===== src/dpod_pkg.sv =====
// Purpose: Shared constants and types for the divider phase offset and delay control block
// Assumes: Single fast clock domain, registers reached through a simple write/read port
// Notes:   Offsets are the printed register addresses
package dpod_pkg;

    localparam int          NUM_DIV          = 5;
    localparam int          ADDR_W           = 7;
    localparam int          DATA_W           = 8;

    localparam logic [6:0]  ADDR_DLY_FS      = 7'h35;
    localparam logic [6:0]  ADDR_DLY_FINE    = 7'h36;
    localparam logic [6:0]  ADDR_DLY_FS_ALT  = 7'h39;
    localparam logic [6:0]  ADDR_DLY_FINE_ALT = 7'h3A;
    localparam logic [6:0]  ADDR_DIV0_PHASE  = 7'h4B;
    localparam logic [6:0]  ADDR_DIV4_PHASE  = 7'h53;
    localparam logic [6:0]  ADDR_DIV_RATIO0  = 7'h4A;
    localparam logic [6:0]  ADDR_OUT_ENABLE  = 7'h3C;
    localparam logic [6:0]  ADDR_SYNC_CTRL   = 7'h58;

    localparam int          PH_OFS_LSB       = 0;
    localparam int          PH_OFS_MSB       = 3;
    localparam int          PH_START_BIT     = 4;
    localparam int          SOFT_SYNC_BIT    = 2;
    localparam int          FUNC_SEL_LSB     = 5;
    localparam int          FUNC_SEL_MSB     = 6;
    localparam logic [1:0]  FUNC_SEL_SYNC    = 2'h1;
    localparam int          RAMP_I_MSB       = 2;
    localparam int          RAMP_CAP_LSB     = 3;
    localparam int          RAMP_CAP_MSB     = 5;
    localparam int          FINE_LSB         = 1;
    localparam int          FINE_MSB         = 5;

    localparam logic [7:0]  RST_PHASE        = 8'h00;
    localparam logic [7:0]  RST_DLY          = 8'h00;
    localparam logic [7:0]  RST_RATIO        = 8'h11;
    localparam logic [7:0]  RST_OUT_ENABLE   = 8'h1F;
    localparam logic [7:0]  RST_SYNC_CTRL    = 8'h00;
    localparam int          HALF_W           = 4;
    localparam int          WAIT_W           = 5;
    localparam int          START_WEIGHT     = 16;

    typedef struct packed {
        logic              wr_en;
        logic [ADDR_W-1:0] addr;
        logic [DATA_W-1:0] wdata;
    } dpod_reg_req_t;

    typedef struct packed {
        logic [HALF_W-1:0] hi_cycles;
        logic [HALF_W-1:0] lo_cycles;
        logic [HALF_W-1:0] phase_ofs;
        logic              start_high;
        logic              enable;
    } dpod_div_cfg_t;

    typedef enum logic [1:0] {
        DPOD_HOLD = 2'b00,
        DPOD_WAIT = 2'b01,
        DPOD_RUN  = 2'b10,
        DPOD_OFF  = 2'b11
    } dpod_div_state_t;

endpackage


===== src/dpod_divider.sv =====
// Purpose: One output divider with phase-wait start after synchronization
// Assumes: Runs on the selected fast clock; sync_i is a level from the top
// Notes:   Output registered; off outputs sit low
`timescale 1ns/1ns
module dpod_divider
    import dpod_pkg::*;
(
    input  wire logic          clk_i,
    input  wire logic          rst_b_i,
    input  wire logic          sync_i,
    input  wire dpod_div_cfg_t cfg_i,
    output logic               clk_o
);

    dpod_div_state_t   state_q;
    logic [WAIT_W-1:0] wait_q;
    logic [HALF_W-1:0] cnt_q;
    logic [WAIT_W-1:0] wait_target;

    // Start bit adds sixteen edges to the wait
    assign wait_target = {cfg_i.start_high, cfg_i.phase_ofs};

    always_ff @(posedge clk_i or negedge rst_b_i) begin
        if (!rst_b_i) begin
            state_q <= DPOD_HOLD;
            wait_q  <= '0;
            cnt_q   <= '0;
            clk_o   <= 1'b0;
        end else if (!cfg_i.enable) begin
            state_q <= DPOD_OFF;
            wait_q  <= '0;
            cnt_q   <= '0;
            clk_o   <= 1'b0;
        end else if (sync_i || state_q == DPOD_OFF) begin
            state_q <= DPOD_HOLD;
            wait_q  <= '0;
            cnt_q   <= '0;
            clk_o   <= cfg_i.start_high;
        end else begin
            case (state_q)
                DPOD_HOLD: begin
                    state_q <= DPOD_WAIT;
                    wait_q  <= '0;
                end
                DPOD_WAIT: begin
                    // Offsets past the ratio simply delay by whole periods, so phases repeat
                    if (wait_q >= wait_target) begin
                        state_q <= DPOD_RUN;
                        clk_o   <= ~clk_o;
                        cnt_q   <= '0;
                    end else begin
                        wait_q <= wait_q + 1'b1;
                    end
                end
                DPOD_RUN: begin
                    // One fast-clock step per phase unit; ratio sets distinct phases
                    if (cnt_q >= (clk_o ? cfg_i.hi_cycles : cfg_i.lo_cycles)) begin
                        clk_o <= ~clk_o;
                        cnt_q <= '0;
                    end else begin
                        cnt_q <= cnt_q + 1'b1;
                    end
                end
                default: begin
                    state_q <= DPOD_HOLD;
                end
            endcase
        end
    end

endmodule


===== src/dpod_top.sv =====
// Purpose: Phase offset, output enable, sync and delay control for five dividers
// Assumes: Register port is synchronous to the fast clock; sync pin low-active
// Notes:   Delay fields drive the analog delay directly; no timing in logic
`timescale 1ns/1ns

module dpod_top
    import dpod_pkg::*;
#(
    parameter int N_DIV = NUM_DIV
) (
    input  wire logic                clk_i,
    input  wire logic                rst_b_i,
    input  wire logic                hw_sync_low_i,
    input  wire dpod_reg_req_t       reg_req_i,
    output logic [DATA_W-1:0]        rdata_o,
    output logic [N_DIV-1:0]         div_clk_o,
    output logic [RAMP_I_MSB:0]      ramp_current_o,
    output logic [2:0]               ramp_caps_o,
    output logic [FINE_MSB-FINE_LSB:0] fine_adjust_o,
    output logic [RAMP_I_MSB:0]      ramp_current_alt_o,
    output logic [2:0]               ramp_caps_alt_o,
    output logic [FINE_MSB-FINE_LSB:0] fine_adjust_alt_o
);

    logic [DATA_W-1:0] phase_q   [N_DIV];
    logic [DATA_W-1:0] ratio_q   [N_DIV];
    logic [DATA_W-1:0] dly_fs_q;
    logic [DATA_W-1:0] dly_fine_q;
    logic [DATA_W-1:0] dly_fs_alt_q;
    logic [DATA_W-1:0] dly_fine_alt_q;
    logic [DATA_W-1:0] out_en_q;
    logic [DATA_W-1:0] sync_ctrl_q;
    logic [DATA_W-1:0] rdata_d;
    logic              sync_q;
    logic [N_DIV-1:0]  div_clk;

    // One process per register keeps each write decode on its own
    always_ff @(posedge clk_i or negedge rst_b_i) begin
        if (!rst_b_i) begin
            dly_fs_q <= RST_DLY;
        end else if (reg_req_i.wr_en && reg_req_i.addr == ADDR_DLY_FS) begin
            dly_fs_q <= reg_req_i.wdata;
        end
    end

    always_ff @(posedge clk_i or negedge rst_b_i) begin
        if (!rst_b_i) begin
            dly_fine_q <= RST_DLY;
        end else if (reg_req_i.wr_en && reg_req_i.addr == ADDR_DLY_FINE) begin
            dly_fine_q <= reg_req_i.wdata;
        end
    end

    always_ff @(posedge clk_i or negedge rst_b_i) begin
        if (!rst_b_i) begin
            dly_fs_alt_q <= RST_DLY;
        end else if (reg_req_i.wr_en && reg_req_i.addr == ADDR_DLY_FS_ALT) begin
            dly_fs_alt_q <= reg_req_i.wdata;
        end
    end

    always_ff @(posedge clk_i or negedge rst_b_i) begin
        if (!rst_b_i) begin
            dly_fine_alt_q <= RST_DLY;
        end else if (reg_req_i.wr_en && reg_req_i.addr == ADDR_DLY_FINE_ALT) begin
            dly_fine_alt_q <= reg_req_i.wdata;
        end
    end

    // Enable bits reach the dividers on the next edge
    always_ff @(posedge clk_i or negedge rst_b_i) begin
        if (!rst_b_i) begin
            out_en_q <= RST_OUT_ENABLE;
        end else if (reg_req_i.wr_en && reg_req_i.addr == ADDR_OUT_ENABLE) begin
            out_en_q <= reg_req_i.wdata;
        end
    end

    // Soft sync and pin function share one control register
    always_ff @(posedge clk_i or negedge rst_b_i) begin
        if (!rst_b_i) begin
            sync_ctrl_q <= RST_SYNC_CTRL;
        end else if (reg_req_i.wr_en && reg_req_i.addr == ADDR_SYNC_CTRL) begin
            sync_ctrl_q <= reg_req_i.wdata;
        end
    end

    // Per-divider phase and ratio registers
    genvar g;
    generate
        for (g = 0; g < N_DIV; g++) begin : g_div
            localparam logic [ADDR_W-1:0] PH_ADDR = ADDR_DIV0_PHASE + ADDR_W'(2 * g);
            localparam logic [ADDR_W-1:0] RT_ADDR = ADDR_DIV_RATIO0 + ADDR_W'(2 * g);
            dpod_div_cfg_t cfg;

            always_ff @(posedge clk_i or negedge rst_b_i) begin
                if (!rst_b_i) begin
                    phase_q[g] <= RST_PHASE;
                end else if (reg_req_i.wr_en && reg_req_i.addr == PH_ADDR) begin
                    phase_q[g] <= reg_req_i.wdata;
                end
            end

            // Ratio sits beside the phase so each divider's setup stays local
            always_ff @(posedge clk_i or negedge rst_b_i) begin
                if (!rst_b_i) begin
                    ratio_q[g] <= RST_RATIO;
                end else if (reg_req_i.wr_en && reg_req_i.addr == RT_ADDR) begin
                    ratio_q[g] <= reg_req_i.wdata;
                end
            end

            assign cfg.lo_cycles  = ratio_q[g][7:4];
            assign cfg.hi_cycles  = ratio_q[g][3:0];
            assign cfg.phase_ofs  = phase_q[g][PH_OFS_MSB:PH_OFS_LSB];
            assign cfg.start_high = phase_q[g][PH_START_BIT];
            assign cfg.enable     = out_en_q[g];

            dpod_divider u_div (
                .clk_i   (clk_i),
                .rst_b_i (rst_b_i),
                .sync_i  (sync_q),
                .cfg_i   (cfg),
                .clk_o   (div_clk[g])
            );
        end
    endgenerate

    // Pin sync only counts when the function pin is set to sync mode
    // Registered once so both sync sources reach every divider together
    always_ff @(posedge clk_i or negedge rst_b_i) begin
        if (!rst_b_i) begin
            sync_q <= 1'b1;
        end else begin
            sync_q <= sync_ctrl_q[SOFT_SYNC_BIT]
                || (sync_ctrl_q[FUNC_SEL_MSB:FUNC_SEL_LSB] == FUNC_SEL_SYNC
                    && !hw_sync_low_i);
        end
    end

    // Read mux; unmapped addresses read as zero
    always_comb begin
        rdata_d = '0;
        if (reg_req_i.addr == ADDR_DLY_FS) begin
            rdata_d = dly_fs_q;
        end else if (reg_req_i.addr == ADDR_DLY_FINE) begin
            rdata_d = dly_fine_q;
        end else if (reg_req_i.addr == ADDR_DLY_FS_ALT) begin
            rdata_d = dly_fs_alt_q;
        end else if (reg_req_i.addr == ADDR_DLY_FINE_ALT) begin
            rdata_d = dly_fine_alt_q;
        end else if (reg_req_i.addr == ADDR_OUT_ENABLE) begin
            rdata_d = out_en_q;
        end else if (reg_req_i.addr == ADDR_SYNC_CTRL) begin
            rdata_d = sync_ctrl_q;
        end else begin
            for (int i = 0; i < N_DIV; i++) begin
                if (reg_req_i.addr == ADDR_DIV0_PHASE + ADDR_W'(2 * i)) begin
                    rdata_d = phase_q[i];
                end else if (reg_req_i.addr == ADDR_DIV_RATIO0 + ADDR_W'(2 * i)) begin
                    rdata_d = ratio_q[i];
                end
            end
        end
    end

    // Read data leaves from a flop one cycle after the address
    always_ff @(posedge clk_i or negedge rst_b_i) begin
        if (!rst_b_i) begin
            rdata_o <= '0;
        end else begin
            rdata_o <= rdata_d;
        end
    end

    // Costs one cycle of latency, but the pins never see divider glitches
    always_ff @(posedge clk_i or negedge rst_b_i) begin
        if (!rst_b_i) begin
            div_clk_o <= '0;
        end else begin
            div_clk_o <= div_clk;
        end
    end

    // Delay fields pass raw; the analog ramp decodes them
    always_ff @(posedge clk_i or negedge rst_b_i) begin
        if (!rst_b_i) begin
            ramp_current_o <= '0;
            ramp_caps_o    <= '0;
            fine_adjust_o  <= '0;
        end else begin
            ramp_current_o <= dly_fs_q[RAMP_I_MSB:0];
            ramp_caps_o    <= dly_fs_q[RAMP_CAP_MSB:RAMP_CAP_LSB];
            fine_adjust_o  <= dly_fine_q[FINE_MSB:FINE_LSB];
        end
    end

    // Alternate set mirrors the primary field layout
    always_ff @(posedge clk_i or negedge rst_b_i) begin
        if (!rst_b_i) begin
            ramp_current_alt_o <= '0;
            ramp_caps_alt_o    <= '0;
            fine_adjust_alt_o  <= '0;
        end else begin
            ramp_current_alt_o <= dly_fs_alt_q[RAMP_I_MSB:0];
            ramp_caps_alt_o    <= dly_fs_alt_q[RAMP_CAP_MSB:RAMP_CAP_LSB];
            fine_adjust_alt_o  <= dly_fine_alt_q[FINE_MSB:FINE_LSB];
        end
    end

endmodule


===== config.mk =====
export PLATFORM = sky130hd
export DESIGN_NAME = dpod_top
export DESIGN_NICKNAME = d
export VERILOG_FILES = /design/src/dpod_pkg.sv /design/src/dpod_divider.sv /design/src/dpod_top.sv
export SDC_FILE = /design/constraint.sdc
export NUM_CORES = 1
export LEC_CHECK = 0
export BUFFER_PORTS_ARGS = -buffer_cell sky130_fd_sc_hd__clkbuf_2
export CAP_MARGIN = 10
export CORE_AREA = 4 4 180 182
export DETAILED_ROUTE_END_ITERATION = 7
export DIE_AREA = 0 0 184 186
export HOLD_SLACK_MARGIN = 0.03
export SYNTH_ARGS = -nofsm -noshare
export SYNTH_HDL_FRONTEND = slang
export SYNTH_HIERARCHICAL = 1
export SYNTH_SLANG_ARGS = --single-unit

===== constraint.sdc =====
create_clock -name clk_i -period 2.4 [get_ports clk_i]
set_input_delay 0.12 -clock clk_i [delete_from_list [all_inputs] [get_ports clk_i]]
set_output_delay 0.12 -clock clk_i [all_outputs]
set_load 0.03 [all_outputs]

==> metrics.txt <==
status completed; Int Pwr 0.007049 W; Synth area leader dfrtp_1; Die ar. 34,220 µm²; Post-Syn Area 12,220 µm²; register area roughly 5600 µm²; Netlist cell types 92; drt drc 0; Period Utilization, post-route between 90 and 100%; fin cells 1,548; CTS Buf Count 25; worst r2r path cells 7; fmax 0.4405 GHz; number of buffers added on ports 53; area grow syn2layout 14.60%; DR pass1 iterations 4; R2R Path Start g_div[2].u_div/clk_o; PwrDens 675.4 nW/µm²; RSZ-0062 raised after global routing no; CP Class register to register; RePlAce Congestion 0.8682; crit start category register; Routed WL between 20,000 and 30,000 µm; clk_lat worst skew 0.53 ns; CP Capture Type register; CP Max Fanout 5; hold path startpoint reg_req_i[5]; sequential power share 44.7%; wire length of the first global-routing pass 48,340 µm; site row count between 60 and 70; CTS max path bufs 3; Final min period approximately 2.3 ns; P_leak 6.571 nW; total negative setup slack 0 ns; yosys warns 6; Net Sw Power 0.002412 W; pin count of the biggest net entering global routing 79; measured slew at the worst slew-check pin 0.5461 ns; slew margin rel. between 60% and 70%; r2r setup slk 0.13 ns; TritonCTS clock tree done; Worst IR Drop VDD roughly 0.00039 V; CORE AREA 30,590 µm²; top cell type's share of synthesized area 42.58%; most frequent cell after synthesis dfrtp_1; Max Cap Violations 0; Switching Fraction about a quarter; post-synthesis sequential area ratio ~46%; worst hold stages 3; post-route ant nets 0; Sink Count 224; vias in the first global route 8,557; asr flop ratio synth 100.0%; CP Data Required Time between 2 and 3 ns; Fin. Hold Viols 0; Synth Register Bits 224; initial detailed-routing violation count 516; Tightest Hold Check Type primary input to register; Vias around 8.5k; Root Driver clkbuf_16; H-tree Lvls 1; critical path arrival 2.73 ns; ranking of synthesized cells by area dfrtp_1 43%, mux2_2 13%, ha_1 8.2%; Setup-failing EPs final 0; top cells by count, synth 208 x dfrtp_1, 136 x mux2_2, 80 x ha_1; Die Wd about 180 µm; Ant. Diodes 0; clock group share of total power 43.0%; Post-synth EDFFs 0; Worst Hold End dly_fs_q[5]; Pins Over Slew Limit 0; Comb power frac approximately an eighth; DPL Wire Length between 20,000 and 25,000 µm; clock-pin slew on the worst setup and hold paths 0.06 ns; Setup Skew roughly 0.014 ns; Syn Inst Count 1,052; layout cells sized above 1 30.47%; Worst R2R End g_div[2].u_div/cnt_q[0]; dpl cells ~1.5k; die height 186 µm; wire per inst 19.23 µm; number of fillers in the final layout 2,816; multi-input logic area 6166 µm²; Syn Area/Cell 11.62 µm²; Starting Density 39.96%; grt ovf 0; DR vias/cell 5.473; Global Route Usage Sum 17.54%; Ports 54; Syn Nets ~1.2k; Top FF cell, synth dfrtp_1; antenna violations before repair 0; nets 1,233
## layout make-up
type                            count  share of cell area, %
Inverter                           65                  1.751
Sequential cell                   224                  40.16
Clock inverter                      8                  1.027
Timing Repair Buffer               92                  4.296
Multi-Input combinational cell    726                  44.02
Tap cell                          396                  3.537
Clock buffer                       37                  5.216
## power groups by stage
stage	logic (W)	clock network, W	registers, W
2_1_floorplan	0.000716	0	0.00430
5_1_grt	0.00129	0.00432	0.00426
4_1_cts	0.00117	0.00418	0.00423
6_report	0.00116	0.00407	0.00423
3_5_place_dp	0.00116	0	0.00430
3_3_place_gp	0.00114	0	0.00429
## cells in the final DEF (no fill, tap or decap), types with 8 or more instances in the layout
cell	netlist	routed
o21a_1	10	10
a21o_1	16	16
and3_1	10	10
a22o_1	21	21
clkbuf_16	0	25
nand2_1	50	50
nand3_1	33	33
a21oi_1	26	26
dfrtp_1	208	208
o21ai_1	12	12
nor2_1	33	33
o21ai_0	43	43
buf_4	9	34
inv_1	62	62
o22ai_1	14	14
mux2_2	136	135
dfstp_2	16	16
ha_1	80	79
nand2b_1	11	11
nor2b_1	8	8
nand3b_1	9	9
clkbuf_2	0	52
mux2i_1	34	33
nor3_1	10	10
## critical path, stage by stage, from the launching register on
cell	delay, ns
dfrtp_1	0.40
mux2_4	0.32
ha_4	0.21
nand2b_4	0.13
a211o_1	0.29
a2111oi_4	0.46
nor2b_4	0.25
mux2_4	0.15
## sequential cells by signal, indices dropped and copies added, names as in the netlist, 5 cells and up
signal and cells:
div_clk_o 5, dly_fine_alt_q 8, dly_fine_q 8, dly_fs_alt_q 8
dly_fs_q 8, fine_adjust_alt_o 5, fine_adjust_o 5, g_div.cfg 65
g_div.u_div/clk_o 5, g_div.u_div/cnt_q 20, g_div.u_div/state_q 10, g_div.u_div/wait_q 25
out_en_q 8, phase_q 15, rdata_o 8, sync_ctrl_q 8
## through the flow
| stage | setup slack [ns] | total power, W | hold WS (ns) | utilization (%) | cell area [µm²] |
|---|---|---|---|---|---|
| floorplan | 0.07711 | 0.005011 | -0.1756 | - | 12230 |
| global placement | 0.1676 | 0.005423 | 0.09525 | 42.74 | 13080 |
| detailed placement | 0.1349 | 0.005454 | 0.09824 | 42.74 | 13080 |
| CTS | 0.1175 | 0.009579 | 0.1193 | 45.67 | 13970 |
| global route | 0.005869 | 0.009866 | 0.1252 | 45.80 | 14010 |
| finish | 0.1300 | 0.009462 | 0.1195 | 45.80 | 14010 |
## metal layers
| metal | vias to the layer above | routed length (µm) | track usage, % |
|---|---|---|---|
| li1 | 4018 | - | - |
| met1 | 4227 | 13840 | 24.75 |
| met2 | 184 | 13880 | 28.37 |
| met3 | 43 | 1382 | 2.560 |
| met4 | 0 | 650 | 4.851 |
| met5 | - | 0 | 0 |
## logic make-up (layout without fill, tap and decap cells)
kind of cell	count (synthesis)	in the layout	synth area share (%)
xor gates and xnor gates	4	4	0.2866
muxes	176	176	16.20
adders and majority gates	80	80	8.188
buffers and inverters	102	202	3.705
AOI/OAI and AO/OA	236	236	14.34
and+or+nand+nor	230	230	11.26
DFF	224	224	46.02
## how the worst max path moves through the flow
stage,startpoint,endpoint,slack (ns),cells past startpoint
final,g_div[2].u_div/clk_o,g_div[2].u_div/cnt_q[0],0.13,7
after global routing,g_div[2].u_div/clk_o,g_div[2].u_div/cnt_q[0],0.006,7
after floorplan,g_div[2].u_div/clk_o,g_div[2].u_div/cnt_q[0],0.08,8
after detailed placement,g_div[2].u_div/clk_o,g_div[2].u_div/cnt_q[0],0.13,7
after global placement,g_div[2].u_div/clk_o,g_div[2].u_div/cnt_q[0],0.17,7
after CTS,g_div[2].u_div/clk_o,g_div[2].u_div/cnt_q[0],0.12,7
## what timing repair did
| item | CTS | global route |
|---|---|---|
| buffers inserted | 0 | 2 |
| hold buffers | 2 | 0 |
| resized for setup | 0 | 4 |
| endpoints found under the setup margin | 0 | 4 |
| hold endpoints to repair | 132 | 0 |
Power figures use the tool's default switching activity.
